[config.mk]
export PLATFORM = sky130hd
export DESIGN_NAME = status_protect_enable_busy_logic
export DESIGN_NICKNAME = d
export VERILOG_FILES = /design/src/status_protect_enable_busy_logic.v
export VERILOG_INCLUDE_DIRS = /design/src
export SDC_FILE = /design/constraint.sdc
export NUM_CORES = 1
export LEC_CHECK = 0
export ABC_AREA = 1
export BUFFER_PORTS_ARGS = -buffer_cell sky130_fd_sc_hd__buf_4
export CAP_MARGIN = 25
export CORE_ASPECT_RATIO = 1.1
export CORE_MARGIN = 2
export CORE_UTILIZATION = 46
export CTS_BUF_LIST = sky130_fd_sc_hd__clkbuf_8
export DETAILED_ROUTE_END_ITERATION = 6
export GPL_TIMING_DRIVEN = 1
export PLACE_DENSITY = 0.78
export SYNTH_ARGS = -nofsm -noshare
export SYNTH_HDL_FRONTEND = slang
export SYNTH_SLANG_ARGS = --single-unit
[constraint.sdc]
create_clock -name i_core_clk -period 1.55 [get_ports i_core_clk]
set_clock_uncertainty 0.05 [all_clocks]
set_input_delay 0.2325 -clock i_core_clk [delete_from_list [all_inputs] [get_ports i_core_clk]]
set_output_delay 0.2325 -clock i_core_clk [all_outputs]
set_load 0.05 [all_outputs]
[src/status_one_regs.vh]
`ifndef STATUS_ONE_REGS_VH
`define STATUS_ONE_REGS_VH
// status register one bit positions
`define SR1_LOCK_BIT      7
`define SR1_TB_BIT        6
`define SR1_BP_HI         5
`define SR1_BP_LO         2
`define SR1_WEL_BIT       1
`define SR1_BUSY_BIT      0
// configuration mode enable bits
`define CR2_QPI_BIT       3
`define CR1_QIO_BIT       1
// opcodes
`define OP_WRITE_ENABLE   8'h06
`define OP_WRITE_ENABLE_V 8'h50
`define OP_WRITE_DISABLE  8'h04
`define OP_WRITE_REGS     8'h01
`define OP_WRITE_ANY      8'h71
`define OP_READ_ANY       8'h65
`define OP_READ_SR1       8'h05
`define OP_READ_SR2       8'h07
`define OP_READ_CR1       8'h35
`define OP_READ_CR2       8'h15
`define OP_READ_CR3       8'h33
`define OP_CLEAR_STATUS   8'h30
`define OP_SUSPEND        8'h75
`define OP_RESET_ENABLE   8'h66
`define OP_RESET          8'h99
// operation kinds reported by the array engine
`define OPK_NONE          3'h0
`define OPK_PROG          3'h1
`define OPK_ERASE         3'h2
`define OPK_REG_NV        3'h3
`define OPK_OTHER         3'h4
// reset values
`define SR1_RESET         8'h00
`define BYTE_ZERO         8'h00
`endif

[src/status_protect_enable_busy_logic.v]
`include "status_one_regs.vh"
`default_nettype none
// Behaviour
// - lock bit set and protect pin low blocks status, config, latency writes.
// - lock bit clear or protect pin high allows those register writes.
// - protect pin never affects writes to any other register.
// - volatile lock bit follows changes of its nonvolatile default.
// - quad command or quad data mode forces internal protect level high.
// - top/bottom bit chooses protection anchor: 0 top, 1 bottom.
// - volatile top/bottom bit follows changes of its nonvolatile default.
// - four block protect bits select array area barred from program/erase.
// - program, register write or erase starts only with enable latch set.
// - write enable sets latch; write disable clears it.
// - only enable, volatile enable, disable and clear status commands change latch.
// - latch clears when an embedded operation (program, erase) succeeds.
// - any reset loads the latch from its factory default bit.
// - register write commands leave latch and busy flag unchanged.
// - read status one command returns this register.
// - while busy, only reads, suspend, clear status and reset accepted.
// - suspend accepted only during array program or erase.
// - error bit keeps busy set until clear status or a reset arrives.
// - busy reads 1 during any operation, 0 idle, never writable.
// - resets reload volatile copies; nonvolatile writes refresh them.
module status_protect_enable_busy_logic (
  // clock and reset
  input  wire       i_core_clk,
  input  wire       i_rstn,
  // external pins (asynchronous)
  input  wire       i_write_protect_n,
  // decoded command from serial front end
  input  wire       i_cmd_valid,
  input  wire [7:0] i_cmd_opcode,
  input  wire [7:0] i_wr_data,
  input  wire       i_wr_targets_prot,
  input  wire       i_wr_nv,
  input  wire       i_soft_reset_done,
  // nonvolatile default copy of status one
  input  wire [7:0] i_status_one_nonvolatile,
  input  wire       i_nv_update,
  // volatile configuration mode bits
  input  wire [7:0] i_config_one_volatile,
  input  wire [7:0] i_config_two_volatile,
  // embedded operation engine
  input  wire       i_op_start_req,
  input  wire [2:0] i_op_kind,
  input  wire       i_op_done,
  input  wire       i_op_error,
  // status and control outputs
  output reg  [7:0] o_status_one_volatile,
  output reg  [7:0] o_read_data,
  output reg        o_read_valid,
  output reg        o_cmd_accept,
  output reg        o_cmd_ignored,
  output reg        o_op_start,
  output reg        o_reg_write,
  output reg        o_suspend,
  output reg        o_soft_reset,
  output reg        o_hw_protected
);

  // hazards for whoever touches this block:
  // - the protect pin is slow and asynchronous, so it is synced first
  // - quad modes borrow the pin as a data line, so it reads high then
  // - a command is judged once, in the cycle its opcode is presented
  // - refused commands raise ignored only, never accept as well
  // - the busy view joins a running operation and a held failure
  // - completion and a new enable in one cycle: the enable is refused, busy still set
  // - the status output lags the internal copy by one cycle
  // - the block protect field is only stored here; the address
  //   compare against it lives in the array guard
  // - a register write to the nonvolatile copy comes back through
  //   the update strobe, never through the write path here

  // pin synchroniser, first stage read only by the second
  reg       wp_meta;
  reg       wp_sync;

  // internal state of the volatile status copy
  reg       lock_bit;
  reg       tb_sel;
  reg [3:0] bp_field;
  reg       write_enable_latch;
  // operation tracking
  reg       busy_op;     // embedded operation running
  reg       err_hold;    // failed operation waits for clear status
  reg [2:0] cur_kind;    // kind of the running operation
  // reset sequencing
  reg       reset_armed; // reset enable seen just before
  reg       load_pend;   // defaults still to be loaded


  // decode helpers
  wire       busy_flag;
  wire       wp_internal;
  wire       hw_prot;
  wire       is_read_cmd;
  wire       is_busy_ok;
  wire       array_op;
  wire       allow;
  wire       op_is_wen;
  wire       op_is_wdis;
  wire       op_is_clr;
  wire       op_is_wrreg;
  wire       wr_blocked;
  wire       suspend_ok;
  wire       op_is_susp;
  wire [7:0] sr1_now;


  // two-flop sync of write protect pin
  // resets low, so the block starts out protected until the pin
  // has been seen; this errs on the safe side after power-up
  always @(posedge i_core_clk or negedge i_rstn) begin
    if (!i_rstn) begin
      wp_meta <= 1'b0;
      wp_sync <= 1'b0;
    end else begin
      wp_meta <= i_write_protect_n;
      wp_sync <= wp_meta;
    end
  end


  // quad modes reuse the pin as data, forcing it high
  // mode bits come from logic on this clock, so no sync there
  assign wp_internal = wp_sync |
                       i_config_two_volatile[`CR2_QPI_BIT] |
                       i_config_one_volatile[`CR1_QIO_BIT];
  assign hw_prot     = lock_bit & ~wp_internal;


  // busy also covers a failed operation until clear status
  assign busy_flag = busy_op | err_hold;


  // opcode classes
  // every opcode class is a plain compare against the opcode of this cycle;
  // array_op compares the kind of the running operation, and the decision
  // also uses busy, the latch and the reset enable flag; unknown opcodes fall through to the start request, a no-op when it is low
  assign op_is_wen   = (i_cmd_opcode == `OP_WRITE_ENABLE) |
                       (i_cmd_opcode == `OP_WRITE_ENABLE_V);
  assign op_is_wdis  = (i_cmd_opcode == `OP_WRITE_DISABLE);
  assign op_is_clr   = (i_cmd_opcode == `OP_CLEAR_STATUS);
  assign op_is_wrreg = (i_cmd_opcode == `OP_WRITE_REGS) |
                       (i_cmd_opcode == `OP_WRITE_ANY);
  assign is_read_cmd = (i_cmd_opcode == `OP_READ_SR1) |
                       (i_cmd_opcode == `OP_READ_SR2) |
                       (i_cmd_opcode == `OP_READ_ANY) |
                       (i_cmd_opcode == `OP_READ_CR1) |
                       (i_cmd_opcode == `OP_READ_CR2) |
                       (i_cmd_opcode == `OP_READ_CR3);
  assign array_op    = (cur_kind == `OPK_PROG) |
                       (cur_kind == `OPK_ERASE);
  assign op_is_susp  = (i_cmd_opcode == `OP_SUSPEND);
  // suspend only while an array program or erase runs
  assign suspend_ok  = op_is_susp & busy_op &
                       array_op & ~err_hold;

  // accepted set while busy
  assign is_busy_ok  = is_read_cmd | op_is_clr | suspend_ok |
                       (i_cmd_opcode == `OP_RESET_ENABLE) |
                       (i_cmd_opcode == `OP_RESET);
  // a suspend with nothing to suspend is refused even when idle
  assign allow       = (~busy_flag | is_busy_ok) &
                       ~(op_is_susp & ~suspend_ok);

  // protection only covers the protected register set
  // other register writes never look at the pin
  assign wr_blocked  = op_is_wrreg & i_wr_targets_prot & hw_prot;


  // status one as seen from inside, bit order as read back
  assign sr1_now = {lock_bit, tb_sel, bp_field, write_enable_latch, busy_flag};


  // register state, latch, busy and command filtering
  // priority inside one cycle:
  //   1. reload from defaults after any reset
  //   2. nonvolatile change, then operation completion
  //   3. the command, whose writes come last and so win
  // the pulses default low every cycle and rise for one cycle only
  always @(posedge i_core_clk or negedge i_rstn) begin
    if (!i_rstn) begin
      lock_bit      <= 1'b0;
      tb_sel        <= 1'b0;
      bp_field      <= 4'h0;
      write_enable_latch           <= 1'b0;
      busy_op       <= 1'b0;
      err_hold      <= 1'b0;
      cur_kind      <= `OPK_NONE;
      reset_armed   <= 1'b0;
      load_pend     <= 1'b1;
      o_read_data   <= `BYTE_ZERO;
      o_read_valid  <= 1'b0;
      o_cmd_accept  <= 1'b0;
      o_cmd_ignored <= 1'b0;
      o_op_start    <= 1'b0;
      o_reg_write   <= 1'b0;
      o_suspend     <= 1'b0;
      o_soft_reset  <= 1'b0;
    end else begin
      o_read_valid  <= 1'b0;
      o_cmd_accept  <= 1'b0;
      o_cmd_ignored <= 1'b0;
      o_op_start    <= 1'b0;
      o_reg_write   <= 1'b0;
      o_suspend     <= 1'b0;
      o_soft_reset  <= 1'b0;
      if (load_pend | i_soft_reset_done) begin
        // power-on, hardware or software reset: load from defaults
        load_pend   <= 1'b0;
        lock_bit    <= i_status_one_nonvolatile[`SR1_LOCK_BIT];
        tb_sel      <= i_status_one_nonvolatile[`SR1_TB_BIT];
        bp_field    <= i_status_one_nonvolatile[`SR1_BP_HI:`SR1_BP_LO];
        write_enable_latch         <= i_status_one_nonvolatile[`SR1_WEL_BIT];
        busy_op     <= i_status_one_nonvolatile[`SR1_BUSY_BIT];
        // a pending failure is dropped by any reset
        err_hold    <= 1'b0;
        cur_kind    <= `OPK_NONE;
        reset_armed <= 1'b0;
      end else begin
        // nonvolatile copy changed: volatile copy follows
        if (i_nv_update) begin
          lock_bit <= i_status_one_nonvolatile[`SR1_LOCK_BIT];
          tb_sel   <= i_status_one_nonvolatile[`SR1_TB_BIT];
          bp_field <= i_status_one_nonvolatile[`SR1_BP_HI:`SR1_BP_LO];
        end
        // operation completion
        // a failure keeps the latch and holds busy
        if (busy_op & i_op_done) begin
          busy_op  <= 1'b0;
          cur_kind <= `OPK_NONE;
          if (i_op_error)
            err_hold <= 1'b1;
          else
            write_enable_latch <= 1'b0;
        end
        // command judged at decode, before any state moves
        if (i_cmd_valid) begin
          if (!allow) begin
            o_cmd_ignored <= 1'b1;
          end else begin
            o_cmd_accept <= 1'b1;
            reset_armed  <= (i_cmd_opcode == `OP_RESET_ENABLE);
            // status read: snapshot taken as the opcode arrives
            if (i_cmd_opcode == `OP_READ_SR1) begin
              o_read_data  <= sr1_now;
              o_read_valid <= 1'b1;
            end else if (op_is_wen) begin
              write_enable_latch <= 1'b1;
            end else if (op_is_wdis) begin
              write_enable_latch <= 1'b0;
            end else if (op_is_clr) begin
              // clear status drops the latch and the held failure
              write_enable_latch      <= 1'b0;
              err_hold <= 1'b0;
            end else if (suspend_ok) begin
              o_suspend <= 1'b1;
            end else if (i_cmd_opcode == `OP_RESET) begin
              // reset only counts right after reset enable
              o_soft_reset <= reset_armed;
            end else if (op_is_wrreg) begin
              // register write: latch and busy untouched here
              if (write_enable_latch & ~wr_blocked) begin
                o_reg_write <= 1'b1;
                if (i_wr_targets_prot & ~i_wr_nv) begin
                  lock_bit <= i_wr_data[`SR1_LOCK_BIT];
                  tb_sel   <= i_wr_data[`SR1_TB_BIT];
                  bp_field <= i_wr_data[`SR1_BP_HI:`SR1_BP_LO];
                end
              end else begin
                // refused: latch clear or register set locked
                o_cmd_accept  <= 1'b0;
                o_cmd_ignored <= 1'b1;
              end
            end else if (i_op_start_req) begin
              if (write_enable_latch & ~busy_flag) begin
                o_op_start <= 1'b1;
                busy_op    <= 1'b1;
                cur_kind   <= i_op_kind;
              end else begin
                // refused: latch clear or already busy
                o_cmd_accept  <= 1'b0;
                o_cmd_ignored <= 1'b1;
              end
            end else if (is_read_cmd) begin
              // other reads answer elsewhere, only flagged here
              o_read_valid <= 1'b1;
            end
          end
        end
      end
    end
  end


  // registered status view and protection flag
  // both outputs come straight from flops, one cycle behind
  always @(posedge i_core_clk or negedge i_rstn) begin
    if (!i_rstn) begin
      o_status_one_volatile <= `SR1_RESET;
      o_hw_protected        <= 1'b0;
    end else begin
      o_status_one_volatile <= sr1_now;
      o_hw_protected        <= hw_prot;
    end
  end

endmodule // status_protect_enable_busy_logic
`default_nettype wire

==> run metrics, run 1 <==
Worst Setup Path Type reg2reg; Die X around 70 um; CTS root buf clkbuf_8; H-tree lvl count 2; crit-path max FO 7; RSZ-0062 raised after global routing true; Synth Cell Area about 2100 um2; CP required 1.69 ns; Tot GR Track Use 0.234; post-synth net total roughly 330; DRT Wirelength around 6000 um; initial DRC count 129; CTS Buf Count 5; hold crit path type in2reg; Startpoint Class flop; final global-route overflow total 0; initial antenna violation count 0; Diodes inserted 0; Hold WS a little over 0.05 ns; Pre-antenna DRT Iters 4; final hold vios 0; Critical Path AT between 2 and 2.5 ns; die height about 75 um; vias in the first global route 2074; clk sinks 40; Die ar. 5190 um2; leak pwr 1.67 nW; Final min period 1.95 ns; power per cell area 739 nW/um2; Final ANT Viol Nets 0; status complete, but fails checks; sequential area share after synthesis 0.471; Syn-to-layout area delta 50.2%; first-pass GRT wire length approximately 9000 um; Initial Util 0.486; max_cap viols 0; Peak Freq ~500 MHz; most common cell after layout, fill and taps aside buf_4; Yosys top cell by area dfrtp_1; Setup Viol. Count Final 27; Core Box Area around 4400 um2; clk_lat worst skew 0.29 ns; Top Ports slightly below 80; Slew Limit Fails 0; DRC 0; VDD IR max between 0.3 and 0.4 mV; share of post-route cells with drive strength above 1 0.431; Syn Area/Cell 7.68 um2; # nets final around 440; final worst slack -0.401 ns; Tcrit/Tclk final 1.26; CP endpoint kind flop; most frequent cells in the layout buf_4 (93), nand2_1 (61), dfrtp_1 (39); CTS max path bufs 2; row count 25; detailed-route via count approximately 2.2k; CTS tree yes; clk slew on worst S/H paths 0.08 ns; largest net degree at the start of global routing between 40 and 50; vias per cell between 5 and 6; synth warn 0; top cells by area, synth dfrtp_1 (46%), nand2_1 (12%), nor2_1 (7.6%), inv_1 (5.8%), nand3_1 (4.5%); cell count after synthesis 277; TNS Setup -8.62 ns; routability cong. 0.913; wire length per cell between 10 and 15 um; Synth Register Bits 40; post-synth top area share 0.459; number of port buffers 61; detailed placement HPWL roughly 4300 um; post-synth cell types 29; failing checks setup timing
==> area by class of cell <==
type	count	area, um2
Fill cell	324	1180
Multi-Input combinational cell	196	1100
Sequential cell	40	1000
Timing Repair Buffer	101	786
Inverter	38	145
Clock buffer	6	82.6
Tap cell	54	67.6
Clock inverter	2	11.3
==> through the flow <==
step	utilization	worst slack (ns)	cells	area, um2	total power [mW]
CTS	0.715	-0.240	435	3130	2.35
global route	0.730	-0.454	437	3200	2.46
floorplan	-	-0.153	277	2130	1.39
detailed placement	0.656	-0.314	420	2870	1.62
finish	0.730	-0.401	437	3200	2.36
global placement	0.656	-0.261	420	2870	1.61
==> path summary, 6_finish.rpt <==
check                                         startpoint                          to  slack (ns)  cells past startpoint
worst max register to register        err_hold$_DFF_PN0_  o_read_data[7]$_DFFE_PN0P_       -0.40                     16
min in group asynchronous                         i_rstn        o_op_start$_DFF_PN0_        0.39                      2
worst min-delay path            i_config_one_volatile[1]    o_hw_protected$_DFF_PN0_        0.05                      2
worst max-delay path                  err_hold$_DFF_PN0_  o_read_data[7]$_DFFE_PN0P_       -0.40                     16
worst min register to register         wp_meta$_DFF_PN0_           wp_sync$_DFF_PN0_        0.31                      0
max in group asynchronous                         i_rstn       load_pend$_DFFE_PN1N_        0.69                      2
==> kinds of logic after synthesis <==
kind of cell / synth area share
flip-flops: 0.471
buffers and inverters: 0.0776
other: 0.00176
AND/OR/NAND/NOR: 0.358
multiplexers: 0.00470
AO/OA/AOI/OAI: 0.0870
==> worst max-delay path: stages, from the launching register on <==
cell and delay (ns):
dfrtp_1 0.39, inv_1 0.07, nand2_1 0.07, nor2_2 0.11, nand2_2 0.09, nor2_4 0.15, nor2_4 0.05, nand2_2 0.08
buf_4 0.11, inv_2 0.04, nand2_4 0.06, nand3_4 0.11, nor2_4 0.15, buf_6 0.13, nand2_8 0.08, nand2_2 0.07
o21ai_2 0.04
==> routing by layer <==
| layer | global-route usage | share of wire | vias up |
|---|---|---|---|
| li1 | - | - | 1082 |
| met1 | 0.259 | 0.38 | 1015 |
| met2 | 0.438 | 0.54 | 78 |
| met3 | 0.0487 | 0.056 | 14 |
| met4 | 0.0871 | 0.024 | 0 |
| met5 | 0 | 0 | - |
==> flip-flops by register name, indices dropped and copies added (netlist names), 3 cells and up <==
register and flops:
bp_field 4, cur_kind 3, o_read_data 8, o_status_one_volatile 8
==> repair_timing <==
| action | in CTS | in global routing |
|---|---|---|
| endpoints found under the hold margin | 40 | 0 |
| hold buffers | 2 | 0 |
| buffers inserted | 4 | 2 |
| pin swaps | 14 | 17 |
| gates resized for setup | 31 | 15 |
| endpoints found under the setup margin | 27 | 27 |
| gates cloned | 1 | 0 |
==> cells in the mapped netlist <==
cell type,count
a21oi_1,8
nor2_2,4
nand3_4,1
nand2_1,69
o21ai_1,2
dfrtp_1,39
nand3_1,19
buf_6,1
nor3_1,2
inv_2,5
nor3_2,1
o21ai_0,13
o2111a_1,1
nand2_4,2
conb_1,1
nand4_1,5
nand3_2,1
mux2i_1,1
o21ai_2,6
nor3b_1,1
nor4_1,1
clkbuf_1,3
inv_1,33
dfstp_2,1
a31oi_1,1
or2_2,1
nand2_2,7
nor2_4,5
nor2_1,43
==> where the power goes <==
group          internal, mW  leakage [nW]  switching [mW]
clock                 0.355        0.0486           0.357
combinational         0.213          1.11           0.320
sequential             1.09         0.516          0.0248
Note: power is estimated with default switching activity, not from simulation.
==> run 2: changes to the inputs <==
--- a/config.mk
+++ b/config.mk
@@ -11,11 +11,11 @@
 export CAP_MARGIN = 25
 export CORE_ASPECT_RATIO = 1.1
 export CORE_MARGIN = 2
-export CORE_UTILIZATION = 46
-export CTS_BUF_LIST = sky130_fd_sc_hd__clkbuf_8
+export CORE_UTILIZATION = 44
 export DETAILED_ROUTE_END_ITERATION = 6
 export GPL_TIMING_DRIVEN = 1
-export PLACE_DENSITY = 0.78
+export PLACE_DENSITY = 0.75
 export SYNTH_ARGS = -nofsm -noshare
 export SYNTH_HDL_FRONTEND = slang
 export SYNTH_SLANG_ARGS = --single-unit
+export TNS_END_PERCENT = 30
==> run metrics, run 2 (synthesis gave the netlist of run 1 again) <==
routability cong. approximately 0.87; cells on worst reg2reg path 14; final worst slack -0.176 ns; Tcrit/Tclk final 1.11; Critical Path AT ~1.9 ns; CTS max path bufs 2; largest net degree at the start of global routing 41; Worst Setup Path Type reg2reg; vias in the first global route between 1.5k and 2k; CTS root buf clkbuf_8; die height ~77 um; Initial Util 0.458; number of port buffers 61; CP endpoint kind flop; Worst R2R End o_read_data[1]$_DFFE_PN0P_; power per cell area just under 800 nW/um2; Tot GR Track Use 0.200; hold depth 2; fin util 0.665; clk slew on worst S/H paths around 0.080 ns; Pre-antenna DRT Iters 5; min-delay src i_config_one_volatile[1]; final global-route overflow total 0; Die ar. roughly 5400 um2; clk_lat worst skew around 0.29 ns; Worst-Margin Slew between 0.5 and 0.6 ns; Final ANT Viol Nets 0; max_cap viols 0; wire length per cell roughly 12 um; Regs by FF count o_read_data (8), o_status_one_volatile (8), bp_field (4); initial antenna violation count 0; r2r setup slk -0.18 ns; RSZ-0062 raised after global routing true; H-tree lvl count 2; vias per cell a little under 5; Slew headroom 0.666; CTS tree yes; share of post-route cells with drive strength above 1 0.389; final hold vios 0; failing checks setup timing; most frequent cells in the layout buf_4 (100), nand2_1 (67), nor2_1 (40); Die X 70.3 um; hold crit path type in2reg; worst r2r src err_hold$_DFF_PN0_; Slew Limit Fails 0; Startpoint Class flop; fin cells about 440; Core Box Area 4650 um2; Peak Freq roughly 580 MHz; Filler cells between 400 and 500; CP required 1.69 ns; initial DRC count around 170; Syn-to-layout area delta 45.4%; most common cell after layout, fill and taps aside buf_4; row count 26; DRC 0; detailed placement HPWL between 4000 and 5000 um; detailed-route via count around 2.1k; status complete, but fails checks; Final min period approximately 1.7 ns; leak pwr roughly 1.7 nW; first-pass GRT wire length just under 9000 um; CTS Buf Count 5; VDD IR max roughly 0.37 mV; Diodes inserted 0; DRT Wirelength about 5300 um; crit-path max FO 14; # nets final between 400 and 500; clk sinks 40; DP Cell Count ~430; Top Ports a little under 80; WHS Endpoint o_hw_protected$_DFF_PN0_; Setup Viol. Count Final 26
-- run 2: worst max-delay path: stages, from the launching register on --
cell and delay (ns):
dfrtp_1 0.38, inv_1 0.06, nand2_1 0.05, nor2_1 0.11, nand2_2 0.09, nor2_4 0.11, nor2_2 0.05, nand2_2 0.06
inv_2 0.04, nand2_4 0.06, nand3_4 0.10, nor2_4 0.17, nand2_8 0.12, nand2_1 0.10, o21ai_2 0.05
-- run 2: cell type report --
class,count,area (um2),area share
Clock buffer,6,72.6,0.0235
Inverter,38,143,0.0461
Clock inverter,2,35.0,0.0113
Sequential cell,40,1000,0.324
Tap cell,56,70.1,0.0226
Timing Repair Buffer,102,771,0.249
Multi-Input combinational cell,195,1000,0.323
-- run 2: through the flow --
step | power, mW | cell area (um2) | setup WS, ns | hold WS, ns | TNS [ns]
3_3_place_gp | 1.61 | 2900 | -0.269 | 0.178 | -5.49
6_report | 2.45 | 3090 | -0.176 | 0.0472 | -3.19
3_5_place_dp | 1.62 | 2900 | -0.278 | 0.186 | -5.91
5_1_grt | 2.56 | 3090 | -0.338 | 0.0372 | -6.92
2_1_floorplan | 1.39 | 2130 | -0.153 | -0.113 | -1.02
4_1_cts | 2.46 | 3070 | -0.196 | 0.0420 | -3.58
-- run 2: layer usage --
metal / GRT usage / up-vias / share of wire
li1: - / 1079 / -
met1: 0.244 / 978 / 0.42
met2: 0.356 / 50 / 0.52
met3: 0.0315 / 7 / 0.042
met4: 0.0673 / 0 / 0.015
met5: 0 / - / 0
-- run 2: worst max-delay path by stage --
stage                        from  slack, ns                    endpoint
2_1_floorplan  err_hold$_DFF_PN0_      -0.15  o_read_data[0]$_DFFE_PN0P_
3_3_place_gp      i_cmd_opcode[3]      -0.27       bp_field[0]$_DFF_PN0_
3_5_place_dp      i_cmd_opcode[3]      -0.28  o_read_data[1]$_DFFE_PN0P_
4_1_cts        err_hold$_DFF_PN0_      -0.20       bp_field[0]$_DFF_PN0_
5_1_grt        err_hold$_DFF_PN0_      -0.34       bp_field[0]$_DFF_PN0_
6_report       err_hold$_DFF_PN0_      -0.18  o_read_data[1]$_DFFE_PN0P_
-- run 2: report_power, final --
| part | total, mW | internal, mW | switching [mW] |
|---|---|---|---|
| logic | 0.507 | 0.205 | 0.302 |
| clock network | 0.832 | 0.478 | 0.354 |
| registers | 1.11 | 1.09 | 0.0235 |
-- run 2: timing repair --
item / CTS / global route
gates resized for setup: 10 / 5
setup buffers: 3 / 1
pin swaps: 3 / 5
hold buffers: 2 / 0
endpoints found under the setup margin: 25 / 27
hold endpoints to repair: 40 / 0
==> run 3: changes to the inputs <==
--- a/config.mk
+++ b/config.mk
@@ -12,9 +12,11 @@
 export CORE_ASPECT_RATIO = 1.1
 export CORE_MARGIN = 2
 export CORE_UTILIZATION = 44
+export CTS_CLUSTER_SIZE = 10
 export DETAILED_ROUTE_END_ITERATION = 6
 export GPL_TIMING_DRIVEN = 1
 export PLACE_DENSITY = 0.75
+export SETUP_SLACK_MARGIN = 0.2
 export SYNTH_ARGS = -nofsm -noshare
 export SYNTH_HDL_FRONTEND = slang
 export SYNTH_SLANG_ARGS = --single-unit
==> run metrics, run 3 (synthesis gave the netlist of run 1 again) <==
Tcrit/Tclk final 1.12; share of post-route cells with drive strength above 1 0.394; Die X about 70 um; Top Ports about 80; Peak Freq 574 MHz; final hold vios 0; initial antenna violation count 0; Slew Limit Fails 0; most common cell after layout, fill and taps aside buf_4; Syn-to-layout area delta 45.7%; Startpoint Class flop; Worst-Margin Slew 0.508 ns; clk sinks 40; clk_lat worst skew roughly 0.30 ns; Initial Util 0.458; Post-DP Area 2890 um2; DRT Wirelength 5330 um; Worst Setup Path Type reg2reg; Critical Path AT 1.89 ns; # nets final ~430; first-pass GRT wire length roughly 9000 um; Hold WS 0.0510 ns; failing checks setup timing; wire length per cell 12.2 um; VDD IR max around 0.45 mV; status complete, but fails checks; DRC 0; fin cells around 440; row count 26; fin util 0.667; Final Total Pwr 2.53 mW; Final ANT Viol Nets 0; final global-route overflow total 0; Setup Viol. Count Final 25; initial DRC count roughly 140; Diodes inserted 0; CTS root buf clkbuf_8; power per cell area 815 nW/um2; final worst slack -0.192 ns; Regs by FF count o_read_data (8), o_status_one_volatile (8), bp_field (4); CP endpoint kind flop; H-tree lvl count 2; vias per cell 4.74; number of port buffers approximately 60; die height slightly below 80 um; CTS max path bufs 2; post-route cell area around 3100 um2; vias in the first global route a little over 2k; Die ar. approximately 5400 um2; detailed-route via count around 2.1k; RSZ-0062 raised after global routing true; detailed placement HPWL roughly 4100 um; Pre-antenna DRT Iters 4; clk slew on worst S/H paths about 0.080 ns; DP Cell Count ~420; Tot GR Track Use 0.208; crit-path max FO 14; Filler cells between 300 and 400; leak pwr around 1.7 nW; CP required 1.70 ns; max_cap viols 0; CTS tree yes; hold crit path type in2reg; most frequent cells in the layout buf_4 (97), nand2_1 (66), nor2_1 (39), dfrtp_1 (39), inv_1 (32); Slew headroom 0.661; largest net degree at the start of global routing 41; Final min period 1.74 ns; routability cong. slightly below 0.9; Core Box Area about 4700 um2; CTS Buf Count 5
[run 3: cell types whose count changed in the layout (fill, tap and decap cells not counted), sizes merged]
cell	previous run	this run
buf	100	98
[run 3: cell type report]
class	instances	area, um2	area share
clock inverter	2	38.8	0.0125
tap	56	70.1	0.0226
multi-input combinational	195	1010	0.324
timing repair buffer	100	759	0.245
inverter	38	143	0.0460
sequential	40	1000	0.323
clock buffer	6	82.6	0.0266
[run 3: metrics by stage]
stage / setup slack, ns / setup TNS (ns)
floorplan: -0.153 / -1.02
global placement: -0.284 / -5.56
detailed placement: -0.299 / -6.04
CTS: -0.219 / -3.77
global route: -0.333 / -7.07
finish: -0.192 / -3.37
[run 3: worst max-delay path, cell delays in order, from the launching register on]
cell	delay, ns
dfrtp_1	0.40
inv_2	0.06
nand2_1	0.05
nor2_2	0.12
nand2_2	0.08
nor2_4	0.10
nor2_2	0.05
nand2_2	0.06
inv_2	0.04
nand2_4	0.06
nand3_4	0.10
nor2_4	0.19
nand2_8	0.12
nand2_1	0.10
o21ai_2	0.05
[run 3: what timing repair did]
item                                    4_1_cts  5_1_grt
resized for setup                             8        8
setup buffers                                 2        1
pin swaps                                     1        8
hold endpoints to repair                     40        0
hold buffers                                  2        0
endpoints found under the setup margin       27       27
[run 3: power breakdown]
group          leakage [nW]  switching [mW]  total (mW)  internal, mW
combinational          1.09           0.299       0.500         0.201
sequential            0.516          0.0252        1.12          1.09
clock                0.0614           0.383       0.910         0.527
[run 3: per-layer routing]
layer	up-vias	GRT usage	part of all wire
li1	1072	-	-
met1	932	0.250	0.42
met2	61	0.378	0.51
met3	6	0.0329	0.050
met4	0	0.0635	0.013
met5	-	0	0
[run 3: final timing paths]
kind | start | endpoint | depth (start not counted) | slack (ns)
setup reg to reg | err_hold$_DFF_PN0_ | o_read_data[6]$_DFFE_PN0P_ | 14 | -0.19
hold / removal | i_config_two_volatile[3] | o_hw_protected$_DFF_PN0_ | 2 | 0.05
min in group asynchronous | i_rstn | o_status_one_volatile[5]$_DFF_PN0_ | 2 | 0.40
max in group asynchronous | i_rstn | load_pend$_DFFE_PN1N_ | 2 | 0.69
hold reg to reg | wp_meta$_DFF_PN0_ | wp_sync$_DFF_PN0_ | 0 | 0.32
setup / recovery | err_hold$_DFF_PN0_ | o_read_data[6]$_DFFE_PN0P_ | 14 | -0.19
